`config.mk`:
```
export PLATFORM = sky130hd
export DESIGN_NAME = tsxr_top
export DESIGN_NICKNAME = d
export VERILOG_FILES = /design/src/logic/tsxr_top.v /design/src/logic/tsxr_ctx_field.v
export VERILOG_INCLUDE_DIRS = /design/src /design/src/logic
export SDC_FILE = /design/constraint.sdc
export NUM_CORES = 1
export LEC_CHECK = 0
export BUFFER_PORTS_ARGS = -buffer_cell sky130_fd_sc_hd__buf_2
export CORE_MARGIN = 4
export CORE_UTILIZATION = 26
export DETAILED_ROUTE_END_ITERATION = 7
export GPL_TIMING_DRIVEN = 0
export PLACE_DENSITY = 0.46
export SKIP_CTS_REPAIR_TIMING = 1
export SYNTH_ARGS = -nofsm -noshare
export SYNTH_HDL_FRONTEND = slang
export SYNTH_SLANG_ARGS = --single-unit
export TNS_END_PERCENT = 5
```
`constraint.sdc`:
```
create_clock -name I_CORE_CLK -period 15.6 [get_ports I_CORE_CLK]
set_input_delay 1.56 -clock I_CORE_CLK [delete_from_list [all_inputs] [get_ports I_CORE_CLK]]
set_output_delay 1.56 -clock I_CORE_CLK [all_outputs]
set_load 0.005 [all_outputs]
```
`src/logic/tsxr_regs.vh`:
```
`ifndef TSXR_REGS_VH
`define TSXR_REGS_VH

// ----------------------------------------------------------------
// Register numbers
// ----------------------------------------------------------------
`define TSXR_SPR_TAG      10'h155
`define TSXR_SPR_P_SRCH   10'h15C
`define TSXR_SPR_P_TAG    10'h15D
`define TSXR_SPR_P_RPN    10'h174
`define TSXR_SPR_P_SEL    10'h175
`define TSXR_SPR_SRCH     10'h270
`define TSXR_SPR_RPH      10'h3B0
`define TSXR_SPR_LDCTX    10'h3B3
`define TSXR_SPR_STCTX    10'h3B4
`define TSXR_SPR_HSRCH    10'h153
`define TSXR_SPR_SEL      10'h270
`define TSXR_SPR_ECTL     10'h271
`define TSXR_SPR_RPL      10'h273

// ----------------------------------------------------------------
// Field positions, counted from bit 0 at the least significant end
// ----------------------------------------------------------------
`define TSXR_SRCH_PID_LO  16
`define TSXR_SRCH_AS      0
`define TSXR_TAG_GS       31
`define TSXR_TAG_VF       30
`define TSXR_TAG_LPID_LO  0
`define TSXR_HS_GS        31
`define TSXR_CTX_PR       31
`define TSXR_CTX_AS       30
`define TSXR_CTX_GS       29
`define TSXR_CTX_LPID_LO  16
`define TSXR_CTX_PID_LO   0

// ----------------------------------------------------------------
// Reset values
// ----------------------------------------------------------------
`define TSXR_RST_WORD     32'h0000_0000

`endif

```
`src/logic/tsxr_top.v`:
```
`timescale 1ns/1ps
`include "tsxr_regs.vh"

// ----------------------------------------------------------------
// Translation search and external context register bank.
// Software moves reach it through a register-number port; the
// translation logic reads the context and match results from it.
// ----------------------------------------------------------------
module tsxr_top #(
	parameter PID_W  = 14,   // Configured process ID width.
	parameter LPID_W = 12,   // Configured partition ID width.
	parameter RPU_W  = 8     // Real page bits beyond 32 implemented.
)(
	// Clock and reset.
	input  wire                I_CORE_CLK,
	input  wire                I_RSTN,
	// Register move port.
	input  wire                I_SPR_WR,
	input  wire                I_SPR_RD,
	input  wire [9:0]          I_SPR_NUM,
	input  wire [63:0]         I_SPR_WDATA,
	input  wire                I_HV_STATE,
	output reg  [63:0]         O_SPR_RDATA,
	output reg                 O_SPR_ACK,
	output reg                 O_PRIV_EXC,
	// Sibling assist registers (entry control, select, real page low).
	input  wire [31:0]         I_SEL_REG,
	input  wire [31:0]         I_ECTL_REG,
	input  wire [31:0]         I_RPL_REG,
	output reg                 O_SEL_WR,
	output reg                 O_ECTL_WR,
	output reg                 O_RPL_WR,
	output reg  [31:0]         O_SIB_WDATA,
	output reg  [31:0]         O_SEL_WDATA,
	// Translation side: entry candidate and machine state.
	input  wire [PID_W-1:0]    I_ENT_PID,
	input  wire                I_ENT_TS,
	input  wire                I_ENT_TGS,
	input  wire [LPID_W-1:0]   I_ENT_LPID,
	input  wire                I_MSR_PR,
	input  wire                I_MSR_DS,
	input  wire                I_MSR_GS,
	input  wire [LPID_W-1:0]   I_PART_ID,
	input  wire [PID_W-1:0]    I_CUR_PID,
	input  wire                I_EXT_LD,
	input  wire                I_EXT_ST,
	input  wire                I_DATA_ACC,
	// Results.
	output reg                 O_SEARCH_HIT,
	output reg                 O_XLATE_HIT,
	output reg                 O_EFF_PR,
	output reg                 O_VF_DSI,
	output reg  [RPU_W-1:0]    O_RPN_UPPER,
	output reg                 O_TAG_GS,
	output reg  [LPID_W-1:0]   O_TAG_LPID
);

	// ----------------------------------------------------------------
	// Reset release through two flops.
	// ----------------------------------------------------------------
	reg rst_s1_q;   // First stage, read only by the second.
	reg rst_n;      // Synchronised reset.

	// Asynchronous assert, synchronous release.
	always @(posedge I_CORE_CLK or negedge I_RSTN)
	begin
		if (!I_RSTN)
		begin
			rst_s1_q <= 1'b0;
			rst_n    <= 1'b0;
		end
		else
		begin
			rst_s1_q <= 1'b1;
			rst_n    <= rst_s1_q;
		end
	end

	// ----------------------------------------------------------------
	// Decode.
	// ----------------------------------------------------------------
	// Returns 1 when a register number needs hypervisor state.
	function hv_only;
		input [9:0] n;
		begin
			hv_only = (n == `TSXR_SPR_TAG) || (n == `TSXR_SPR_P_SRCH) ||
				(n == `TSXR_SPR_P_TAG) || (n == `TSXR_SPR_HSRCH);
		end
	endfunction

	wire acc      = I_SPR_WR | I_SPR_RD;                   // Any move.
	wire denied   = acc & hv_only(I_SPR_NUM) & ~I_HV_STATE;
	wire wr_ok    = I_SPR_WR & ~denied;                    // Permitted write.
	wire [31:0] wl = I_SPR_WDATA[31:0];                    // Low word.
	wire [31:0] wh = I_SPR_WDATA[63:32];                   // High word.

	// Which store each write lands in; pairs split across halves.
	wire w_srch = wr_ok & ((I_SPR_NUM == `TSXR_SPR_SRCH) ||
		(I_SPR_NUM == `TSXR_SPR_P_SRCH));
	wire w_hs   = wr_ok & ((I_SPR_NUM == `TSXR_SPR_HSRCH) ||
		(I_SPR_NUM == `TSXR_SPR_P_SRCH));
	wire w_tag  = wr_ok & ((I_SPR_NUM == `TSXR_SPR_TAG) ||
		(I_SPR_NUM == `TSXR_SPR_P_TAG));
	wire w_rph  = wr_ok & ((I_SPR_NUM == `TSXR_SPR_RPH) ||
		(I_SPR_NUM == `TSXR_SPR_P_RPN));
	wire w_ld   = wr_ok & (I_SPR_NUM == `TSXR_SPR_LDCTX);
	wire w_st   = wr_ok & (I_SPR_NUM == `TSXR_SPR_STCTX);

	// Source word for each store (pair high or low half).
	wire [31:0] d_srch = (I_SPR_NUM == `TSXR_SPR_P_SRCH) ? wl : wl;
	wire [31:0] d_hs   = (I_SPR_NUM == `TSXR_SPR_P_SRCH) ? wh : wl;
	wire [31:0] d_tag  = (I_SPR_NUM == `TSXR_SPR_P_TAG) ? wh : wl;
	wire [31:0] d_rph  = (I_SPR_NUM == `TSXR_SPR_P_RPN) ? wh : wl;

	// ----------------------------------------------------------------
	// Register storage, implemented bits only.
	// ----------------------------------------------------------------
	reg [PID_W-1:0]  search_process_id_q;   // Search process ID.
	reg              sas_q;    // Search space bit.
	reg              sgs_q;    // Hypervisor search guest bit.
	reg [LPID_W-1:0] slpid_q;  // Hypervisor search partition ID.
	reg              tgs_q;    // Entry guest space.
	reg              vf_q;     // Virtualization fault.
	reg [LPID_W-1:0] entry_partition_id_q;  // Entry partition ID.
	reg [RPU_W-1:0]  rpu_q;    // Upper real page bits.

	// Writes; the search pair lands both halves here in one cycle, the tag and page pairs only their high half.
	always @(posedge I_CORE_CLK or negedge rst_n)
	begin
		if (!rst_n)
		begin
			search_process_id_q  <= {PID_W{1'b0}};
			sas_q   <= 1'b0;
			sgs_q   <= 1'b0;
			slpid_q <= {LPID_W{1'b0}};
			tgs_q   <= 1'b0;
			vf_q    <= 1'b0;
			entry_partition_id_q <= {LPID_W{1'b0}};
			rpu_q   <= {RPU_W{1'b0}};
		end
		else
		begin
			if (w_srch)
			begin
				search_process_id_q <= d_srch[`TSXR_SRCH_PID_LO +: PID_W];
				sas_q  <= d_srch[`TSXR_SRCH_AS];
			end
			if (w_hs)
			begin
				sgs_q   <= d_hs[`TSXR_HS_GS];
				slpid_q <= d_hs[`TSXR_TAG_LPID_LO +: LPID_W];
			end
			if (w_tag)
			begin
				tgs_q   <= d_tag[`TSXR_TAG_GS];
				vf_q    <= d_tag[`TSXR_TAG_VF];
				entry_partition_id_q <= d_tag[`TSXR_TAG_LPID_LO +: LPID_W];
			end
			if (w_rph)
				rpu_q <= d_rph[RPU_W-1:0];
		end
	end

	// ----------------------------------------------------------------
	// External load and store contexts.
	// ----------------------------------------------------------------
	wire [31:0]       ld_img;   // Load context read image.
	wire [31:0]       st_img;   // Store context read image.
	wire              ld_pr;
	wire              ld_as;
	wire              ld_gs;
	wire [LPID_W-1:0] ld_lpid;
	wire [PID_W-1:0]  ld_pid;
	wire              st_pr;
	wire              st_as;
	wire              st_gs;
	wire [LPID_W-1:0] st_lpid;
	wire [PID_W-1:0]  st_pid;

	tsxr_ctx_field #(.PID_W(PID_W), .LPID_W(LPID_W)) u_ld (
		.clk    (I_CORE_CLK),
		.rst_n  (rst_n),
		.wr     (w_ld),
		.hv     (I_HV_STATE),
		.wdata  (wl),
		.rdata  (ld_img),
		.pr_q   (ld_pr),
		.as_q   (ld_as),
		.gs_q   (ld_gs),
		.lpid_q (ld_lpid),
		.pid_q  (ld_pid)
	);

	tsxr_ctx_field #(.PID_W(PID_W), .LPID_W(LPID_W)) u_st (
		.clk    (I_CORE_CLK),
		.rst_n  (rst_n),
		.wr     (w_st),
		.hv     (I_HV_STATE),
		.wdata  (wl),
		.rdata  (st_img),
		.pr_q   (st_pr),
		.as_q   (st_as),
		.gs_q   (st_gs),
		.lpid_q (st_lpid),
		.pid_q  (st_pid)
	);

	// ----------------------------------------------------------------
	// Read images; unimplemented bits read as zero.
	// ----------------------------------------------------------------
	wire [31:0] srch_img = {2'b00, {(14-PID_W){1'b0}}, search_process_id_q,
		15'h0000, sas_q};
	wire [31:0] hs_img   = {sgs_q, 19'h0_0000, {(12-LPID_W){1'b0}}, slpid_q};
	wire [31:0] tag_img  = {tgs_q, vf_q, 18'h0_0000,
		{(12-LPID_W){1'b0}}, entry_partition_id_q};
	wire [31:0] rph_img  = {{(32-RPU_W){1'b0}}, rpu_q};

	// Read mux; pairs return all 64 bits on any read that is not denied.
	reg [63:0] rd_d;
	always @*
	begin
		case (I_SPR_NUM)
			`TSXR_SPR_SRCH:   rd_d = {32'h0000_0000, srch_img};
			`TSXR_SPR_HSRCH:  rd_d = {32'h0000_0000, hs_img};
			`TSXR_SPR_TAG:    rd_d = {32'h0000_0000, tag_img};
			`TSXR_SPR_RPH:    rd_d = {32'h0000_0000, rph_img};
			`TSXR_SPR_LDCTX:  rd_d = {32'h0000_0000, ld_img};
			`TSXR_SPR_STCTX:  rd_d = {32'h0000_0000, st_img};
			`TSXR_SPR_P_SEL:  rd_d = {I_SEL_REG, I_ECTL_REG};
			`TSXR_SPR_P_RPN:  rd_d = {rph_img, I_RPL_REG};
			`TSXR_SPR_P_SRCH: rd_d = {hs_img, srch_img};
			`TSXR_SPR_P_TAG:  rd_d = {tag_img, I_ECTL_REG};
			default:          rd_d = 64'h0000_0000_0000_0000;
		endcase
	end

	// ----------------------------------------------------------------
	// Move port answer, one cycle after the request.
	// ----------------------------------------------------------------
	always @(posedge I_CORE_CLK or negedge rst_n)
	begin
		if (!rst_n)
		begin
			O_SPR_RDATA <= 64'h0000_0000_0000_0000;
			O_SPR_ACK   <= 1'b0;
			O_PRIV_EXC  <= 1'b0;
			O_SEL_WR    <= 1'b0;
			O_ECTL_WR   <= 1'b0;
			O_RPL_WR    <= 1'b0;
			// Reset clears both sibling data buses to zero.
			O_SIB_WDATA <= `TSXR_RST_WORD;
			O_SEL_WDATA <= `TSXR_RST_WORD;
		end
		else
		begin
			O_SPR_ACK  <= acc;
			O_PRIV_EXC <= denied;
			// A denied read returns zero.
			O_SPR_RDATA <= (I_SPR_RD & ~denied) ? rd_d : 64'h0000_0000_0000_0000;
			// Select, tag and page pair writes forward their low halves to the siblings.
			O_SEL_WR  <= wr_ok & (I_SPR_NUM == `TSXR_SPR_P_SEL);
			O_ECTL_WR <= wr_ok & ((I_SPR_NUM == `TSXR_SPR_P_SEL) ||
				(I_SPR_NUM == `TSXR_SPR_P_TAG));
			O_RPL_WR  <= wr_ok & (I_SPR_NUM == `TSXR_SPR_P_RPN);
			// Select takes the high word on a bus of its own, so a select
			// pair lands both halves in one cycle; entry control and real
			// page low always take the low word. The data buses follow the
			// request every cycle and only the strobes say when they count.
			O_SEL_WDATA <= wh;
			O_SIB_WDATA <= wl;
		end
	end

	// ----------------------------------------------------------------
	// Translation context selection and matching.
	// An external load or store swaps in its own context for one lookup;
	// the load strobe wins if both are raised. Results are registered, so
	// a candidate entry shown at one edge is judged at the next one, and
	// the guest and partition fields only move under hypervisor writes.
	// ----------------------------------------------------------------
	reg               e_pr;
	reg               e_as;
	reg               e_gs;
	reg  [LPID_W-1:0] e_lpid;
	reg  [PID_W-1:0]  e_pid;

	// External loads and stores swap in their own context.
	always @*
	begin
		e_pr   = I_MSR_PR;
		e_as   = I_MSR_DS;
		e_gs   = I_MSR_GS;
		e_lpid = I_PART_ID;
		e_pid  = I_CUR_PID;
		if (I_EXT_LD)
		begin
			e_pr   = ld_pr;
			e_as   = ld_as;
			e_gs   = ld_gs;
			e_lpid = ld_lpid;
			e_pid  = ld_pid;
		end
		else if (I_EXT_ST)
		begin
			e_pr   = st_pr;
			e_as   = st_as;
			e_gs   = st_gs;
			e_lpid = st_lpid;
			e_pid  = st_pid;
		end
	end

	// Partition zero in an entry is global.
	wire lpid_x = (I_ENT_LPID == {LPID_W{1'b0}}) | (I_ENT_LPID == e_lpid);
	wire lpid_s = (I_ENT_LPID == {LPID_W{1'b0}}) | (I_ENT_LPID == slpid_q);

	// Registered results.
	always @(posedge I_CORE_CLK or negedge rst_n)
	begin
		if (!rst_n)
		begin
			O_SEARCH_HIT <= 1'b0;
			O_XLATE_HIT  <= 1'b0;
			O_EFF_PR     <= 1'b0;
			O_VF_DSI     <= 1'b0;
			O_RPN_UPPER  <= {RPU_W{1'b0}};
			O_TAG_GS     <= 1'b0;
			O_TAG_LPID   <= {LPID_W{1'b0}};
		end
		else
		begin
			O_SEARCH_HIT <= (I_ENT_PID == search_process_id_q) & (I_ENT_TS == sas_q) &
				(I_ENT_TGS == sgs_q) & lpid_s;
			O_XLATE_HIT  <= (I_ENT_PID == e_pid) & (I_ENT_TS == e_as) &
				(I_ENT_TGS == e_gs) & lpid_x;
			O_EFF_PR     <= e_pr;
			O_VF_DSI     <= I_DATA_ACC & vf_q;
			O_RPN_UPPER  <= rpu_q;
			O_TAG_GS     <= tgs_q;
			O_TAG_LPID   <= entry_partition_id_q;
		end
	end

endmodule

```
`src/logic/tsxr_ctx_field.v`:
```
`timescale 1ns/1ps
`include "tsxr_regs.vh"

// ----------------------------------------------------------------
// One external context register (load or store).
// ----------------------------------------------------------------
module tsxr_ctx_field #(
	parameter PID_W  = 14,
	parameter LPID_W = 12
)(
	input  wire                  clk,       // Core clock.
	input  wire                  rst_n,     // Synchronised reset.
	input  wire                  wr,        // Write strobe.
	input  wire                  hv,        // Writer is in hypervisor state.
	input  wire [31:0]           wdata,     // Low word written.
	output wire [31:0]           rdata,     // Read image, unused bits zero.
	output reg                   pr_q,      // Privilege stand-in.
	output reg                   as_q,      // Address space stand-in.
	output reg                   gs_q,      // Guest state stand-in.
	output reg  [LPID_W-1:0]     lpid_q,    // Partition ID stand-in.
	output reg  [PID_W-1:0]      pid_q      // Process ID stand-in.
);

	// ----------------------------------------------------------------
	// Storage; guest writes keep the hypervisor-owned fields.
	// ----------------------------------------------------------------
	always @(posedge clk or negedge rst_n)
	begin
		if (!rst_n)
		begin
			pr_q   <= 1'b0;
			as_q   <= 1'b0;
			gs_q   <= 1'b0;
			lpid_q <= {LPID_W{1'b0}};
			pid_q  <= {PID_W{1'b0}};
		end
		else if (wr)
		begin
			pr_q  <= wdata[`TSXR_CTX_PR];
			as_q  <= wdata[`TSXR_CTX_AS];
			pid_q <= wdata[`TSXR_CTX_PID_LO +: PID_W];
			if (hv)
			begin
				gs_q   <= wdata[`TSXR_CTX_GS];
				lpid_q <= wdata[`TSXR_CTX_LPID_LO +: LPID_W];
			end
		end
	end

	// Reserved and unimplemented bits read as zero.
	assign rdata = {pr_q, as_q, gs_q, 1'b0,
		{(12-LPID_W){1'b0}}, lpid_q, 2'b00,
		{(14-PID_W){1'b0}}, pid_q};

endmodule

```
==> metrics.md <==
| Metric | Value |
|---|---|
| FF-to-FF Start | u_st.lpid_q[11] |
| EDFF count, synth | 0 |
| Num rows | 76 |
| Average cell area after synthesis | between 10 and 15 sq um |
| 1st-iter DRT viols | about 760 |
| Final WL | 50600 um |
| Avg WL per Cell | approximately 26 um |
| Startpoint types | primary input |
| CTS root buf | clkbuf_16 |
| Clock skew | roughly 0.0086 ns |
| Largest net degree at the start of global routing | slightly below 70 |
| Cell area after synthesis | 11400 sq um |
| Yosys cell types | about 50 |
| Multi-input logic area | roughly 4400 sq um |
| Synth Area in XOR/XNOR | under 10% |
| Area growth syn-to-layout | 34.6% |
| Setup CP Type | primary input to register |
| First-pass GRT wire length | 71800 um |
| Clock power share | between 40 and 50% |
| Clock Latency Late Sink | between 0.5 and 0.6 ns |
| Final hold violation count | 0 |
| Mapped Nets | about 1200 |
| Hold slack final | slightly below 0.3 ns |
| Via count | around 9600 |
| FFs w/ async S/R, synth | 100% |
| Logic pwr share | under 10% |
| Commonest cells after routing, fill and taps aside | buf_2 (408), dfrtp_1 (267), nand2_1 (110) |
| Status | finished, final reports clean |
| Min-delay worst type | register to asynchronous set/reset pin |
| Drt pass-1 iters | 6 |
| Leading cell type in the layout, fill and taps excluded | buf_2 |
| Gate Count Post-Synth | 944 |
| Register area | about 6700 sq um |
| Main combinational cell family by area after synthesis | multiplexers |
| GR peak layer | met2 |
| Synth Flop Type | dfrtp_1 |
| Final setup fails | 0 |
| VDD IR-drop max | ~0.000081 V |
| RSZ-0062 raised after global routing | false |
| # DRC | 0 |
| Fraction of power spent switching nets | between 20% and 30% |
| CTS tree | built |
| Maxcap violations | 0 |
| Vias per inst | 4.82 |
| Clk sink count | approximately 270 |
| Post-DP HPWL | between 30000 and 40000 um |
| Overflow after GRT | 0 |
| Register area share after synthesis | approximately three fifths |
| FILL cells | 4495 |
| Period utilisation layout | 24.8% |
| Post-synthesis simple-gate area fraction | 8.97% |
| NumNets Final | 1608 |
| Reg power frac | 44.0% |
| Static leakage | just under 8 nW |
| GRT Total Usage | 20.9% |
| Rel. slew slack | between 10% and 20% |
| Number of global-route vias before repair | 10200 |
| Final min period | 3.86 ns |
| Crit-path max FO | 10 |
| Pins Over Slew Limit | 0 |
| Met1 Track Usage GR | 26.3% |
| Critical path required time | ~16 ns |
| Layout cells sized above 1 | 40.3% |
| Die height | around 220 um |
| Num ports | slightly below 400 |
| GR Util met3 | between 6 and 7% |
| Mux share of post-synthesis cell area | between 10% and 20% |
| Met2 usage | between 30% and 40% |
| Critical path arrival | 4.29 ns |
| GP Congestion | 0.869 |
| Initial antenna violation count | 14 |
| Chip Width | roughly 220 um |
| Final TNS setup | 0 ns |
| TritonCTS Buffers | 35 |
| Full die area | roughly 47000 sq um |
| Ys Warns | 0 |
| Final ANT Viol Nets | 0 |
| Seq cells post-synth | ~270 |
| CORE AREA | around 43000 sq um |
| PD cells | around 110 nW/um^2 |
| Slew @ Worst Pin | roughly 1.2 ns |
| Net Sw Power | roughly 0.00039 W |
| Clock slew at reported path FFs | 0.05 ns |
| Endpoint type of the worst setup path | register |
| CTS max path bufs | 3 |
| CP startpoint | I_SPR_NUM[9] |
| Synth Area in Compound Gates | between 10% and 20% |
| Max H-tree Level | 2 |
| Adder-cell area share of the yosys netlist | 0% |
| Initial core utilization | 26.4% |
| PortBufs | around 390 |
| Pint | ~0.0012 W |
| Max Freq | ~0.26 GHz |
[flip-flops by register name (all words and copies together), names as in the netlist, 8 cells and up]
register and flops:
entry_partition_id_q 12, u_ld.lpid_q 12, O_SIB_WDATA 32, u_st.pid_q 14, O_TAG_LPID 12, O_SEL_WDATA 32
O_RPN_UPPER 8, search_process_id_q 14, u_ld.pid_q 14, u_st.lpid_q 12, rpu_q 8, O_SPR_RDATA 64
slpid_q 12
[power groups by stage]
stage | combinational [W] | sequential, W | clock (W)
5_1_grt | 0.000126 | 0.000722 | 0.000857
3_3_place_gp | 0.0000987 | 0.000745 | 0
2_1_floorplan | 0.0000307 | 0.000740 | 0
3_5_place_dp | 0.000116 | 0.000733 | 0
6_report | 0.000114 | 0.000720 | 0.000802
4_1_cts | 0.000116 | 0.000720 | 0.000827
[per-layer routing]
| layer | share of wire [%] | wire length, um |
|---|---|---|
| met5 | 0.21 | 104 |
| met1 | 41 | 20600 |
| met2 | 48 | 24500 |
| met4 | 2.1 | 1090 |
| met3 | 8.6 | 4360 |
[worst max-delay path: stages]
cell and delay, ns:
buf_2 0.14, nand3_1 0.09, or3_1 0.40, clkbuf_1 0.20
nor2_2 0.65, clkbuf_1 0.77, a222oi_1 0.16, a21oi_1 0.30
[per-stage QoR]
step                power [W]  setup WS, ns  utilization [%]  instances  area [sq um]
finish                0.00164         11.74             35.5       1985         15300
global route          0.00170         11.69             35.5       1984         15300
CTS                   0.00166         11.80             35.5       1980         15300
detailed placement   0.000849         11.23             32.9       1921         14200
global placement     0.000844          3.91             32.6       1916         14100
floorplan            0.000770          7.58                -        944         11400
[layout make-up]
type / instances / area share [%]
clock buffer: 48 / 6.63
antenna: 5 / 0.0816
inverter: 3 / 0.0734
tap: 585 / 4.77
sequential: 268 / 43.8
clock inverter: 11 / 0.742
multi-input combinational: 615 / 28.7
timing repair buffer: 392 / 13.4
buffer: 58 / 1.82
[Yosys cell counts, drive strengths merged, types with 26 or more instances]
cell type,count,share of area [%]
a21oi,31,1.4
a22o,26,2.0
a22oi,39,2.6
and3,26,1.4
buf,27,1.4
clkbuf,31,1.0
dfrtp,268,59
mux2,75,7.4
mux2i,64,5.6
nand2,113,3.8
o21ai,66,2.9
xor2,46,3.5
[path summary, 6_finish.rpt]
path                                        end  slack [ns]  depth (start not counted)
worst min-delay path            O_SIB_WDATA[29]        0.29                          0
worst min register to register  O_SIB_WDATA[29]        0.29                          0
max in group asynchronous        O_RPN_UPPER[6]       14.04                          3
worst max-delay path            O_SPR_RDATA[11]       11.74                          8
worst max register to register      O_XLATE_HIT       13.57                          6
min in group I_CORE_CLK                   rst_n        0.36                          0
[cells by family (layout without fill, tap and decap cells)]
group	count (synthesis)	in the layout
DFF	268	268
AOI/OAI and AO/OA	210	210
and+or+nand+nor	209	209
muxes	139	139
buffers and inverters	61	512
xor gates and xnor gates	56	56
other	1	6
(Power assumes the default switching activity.)
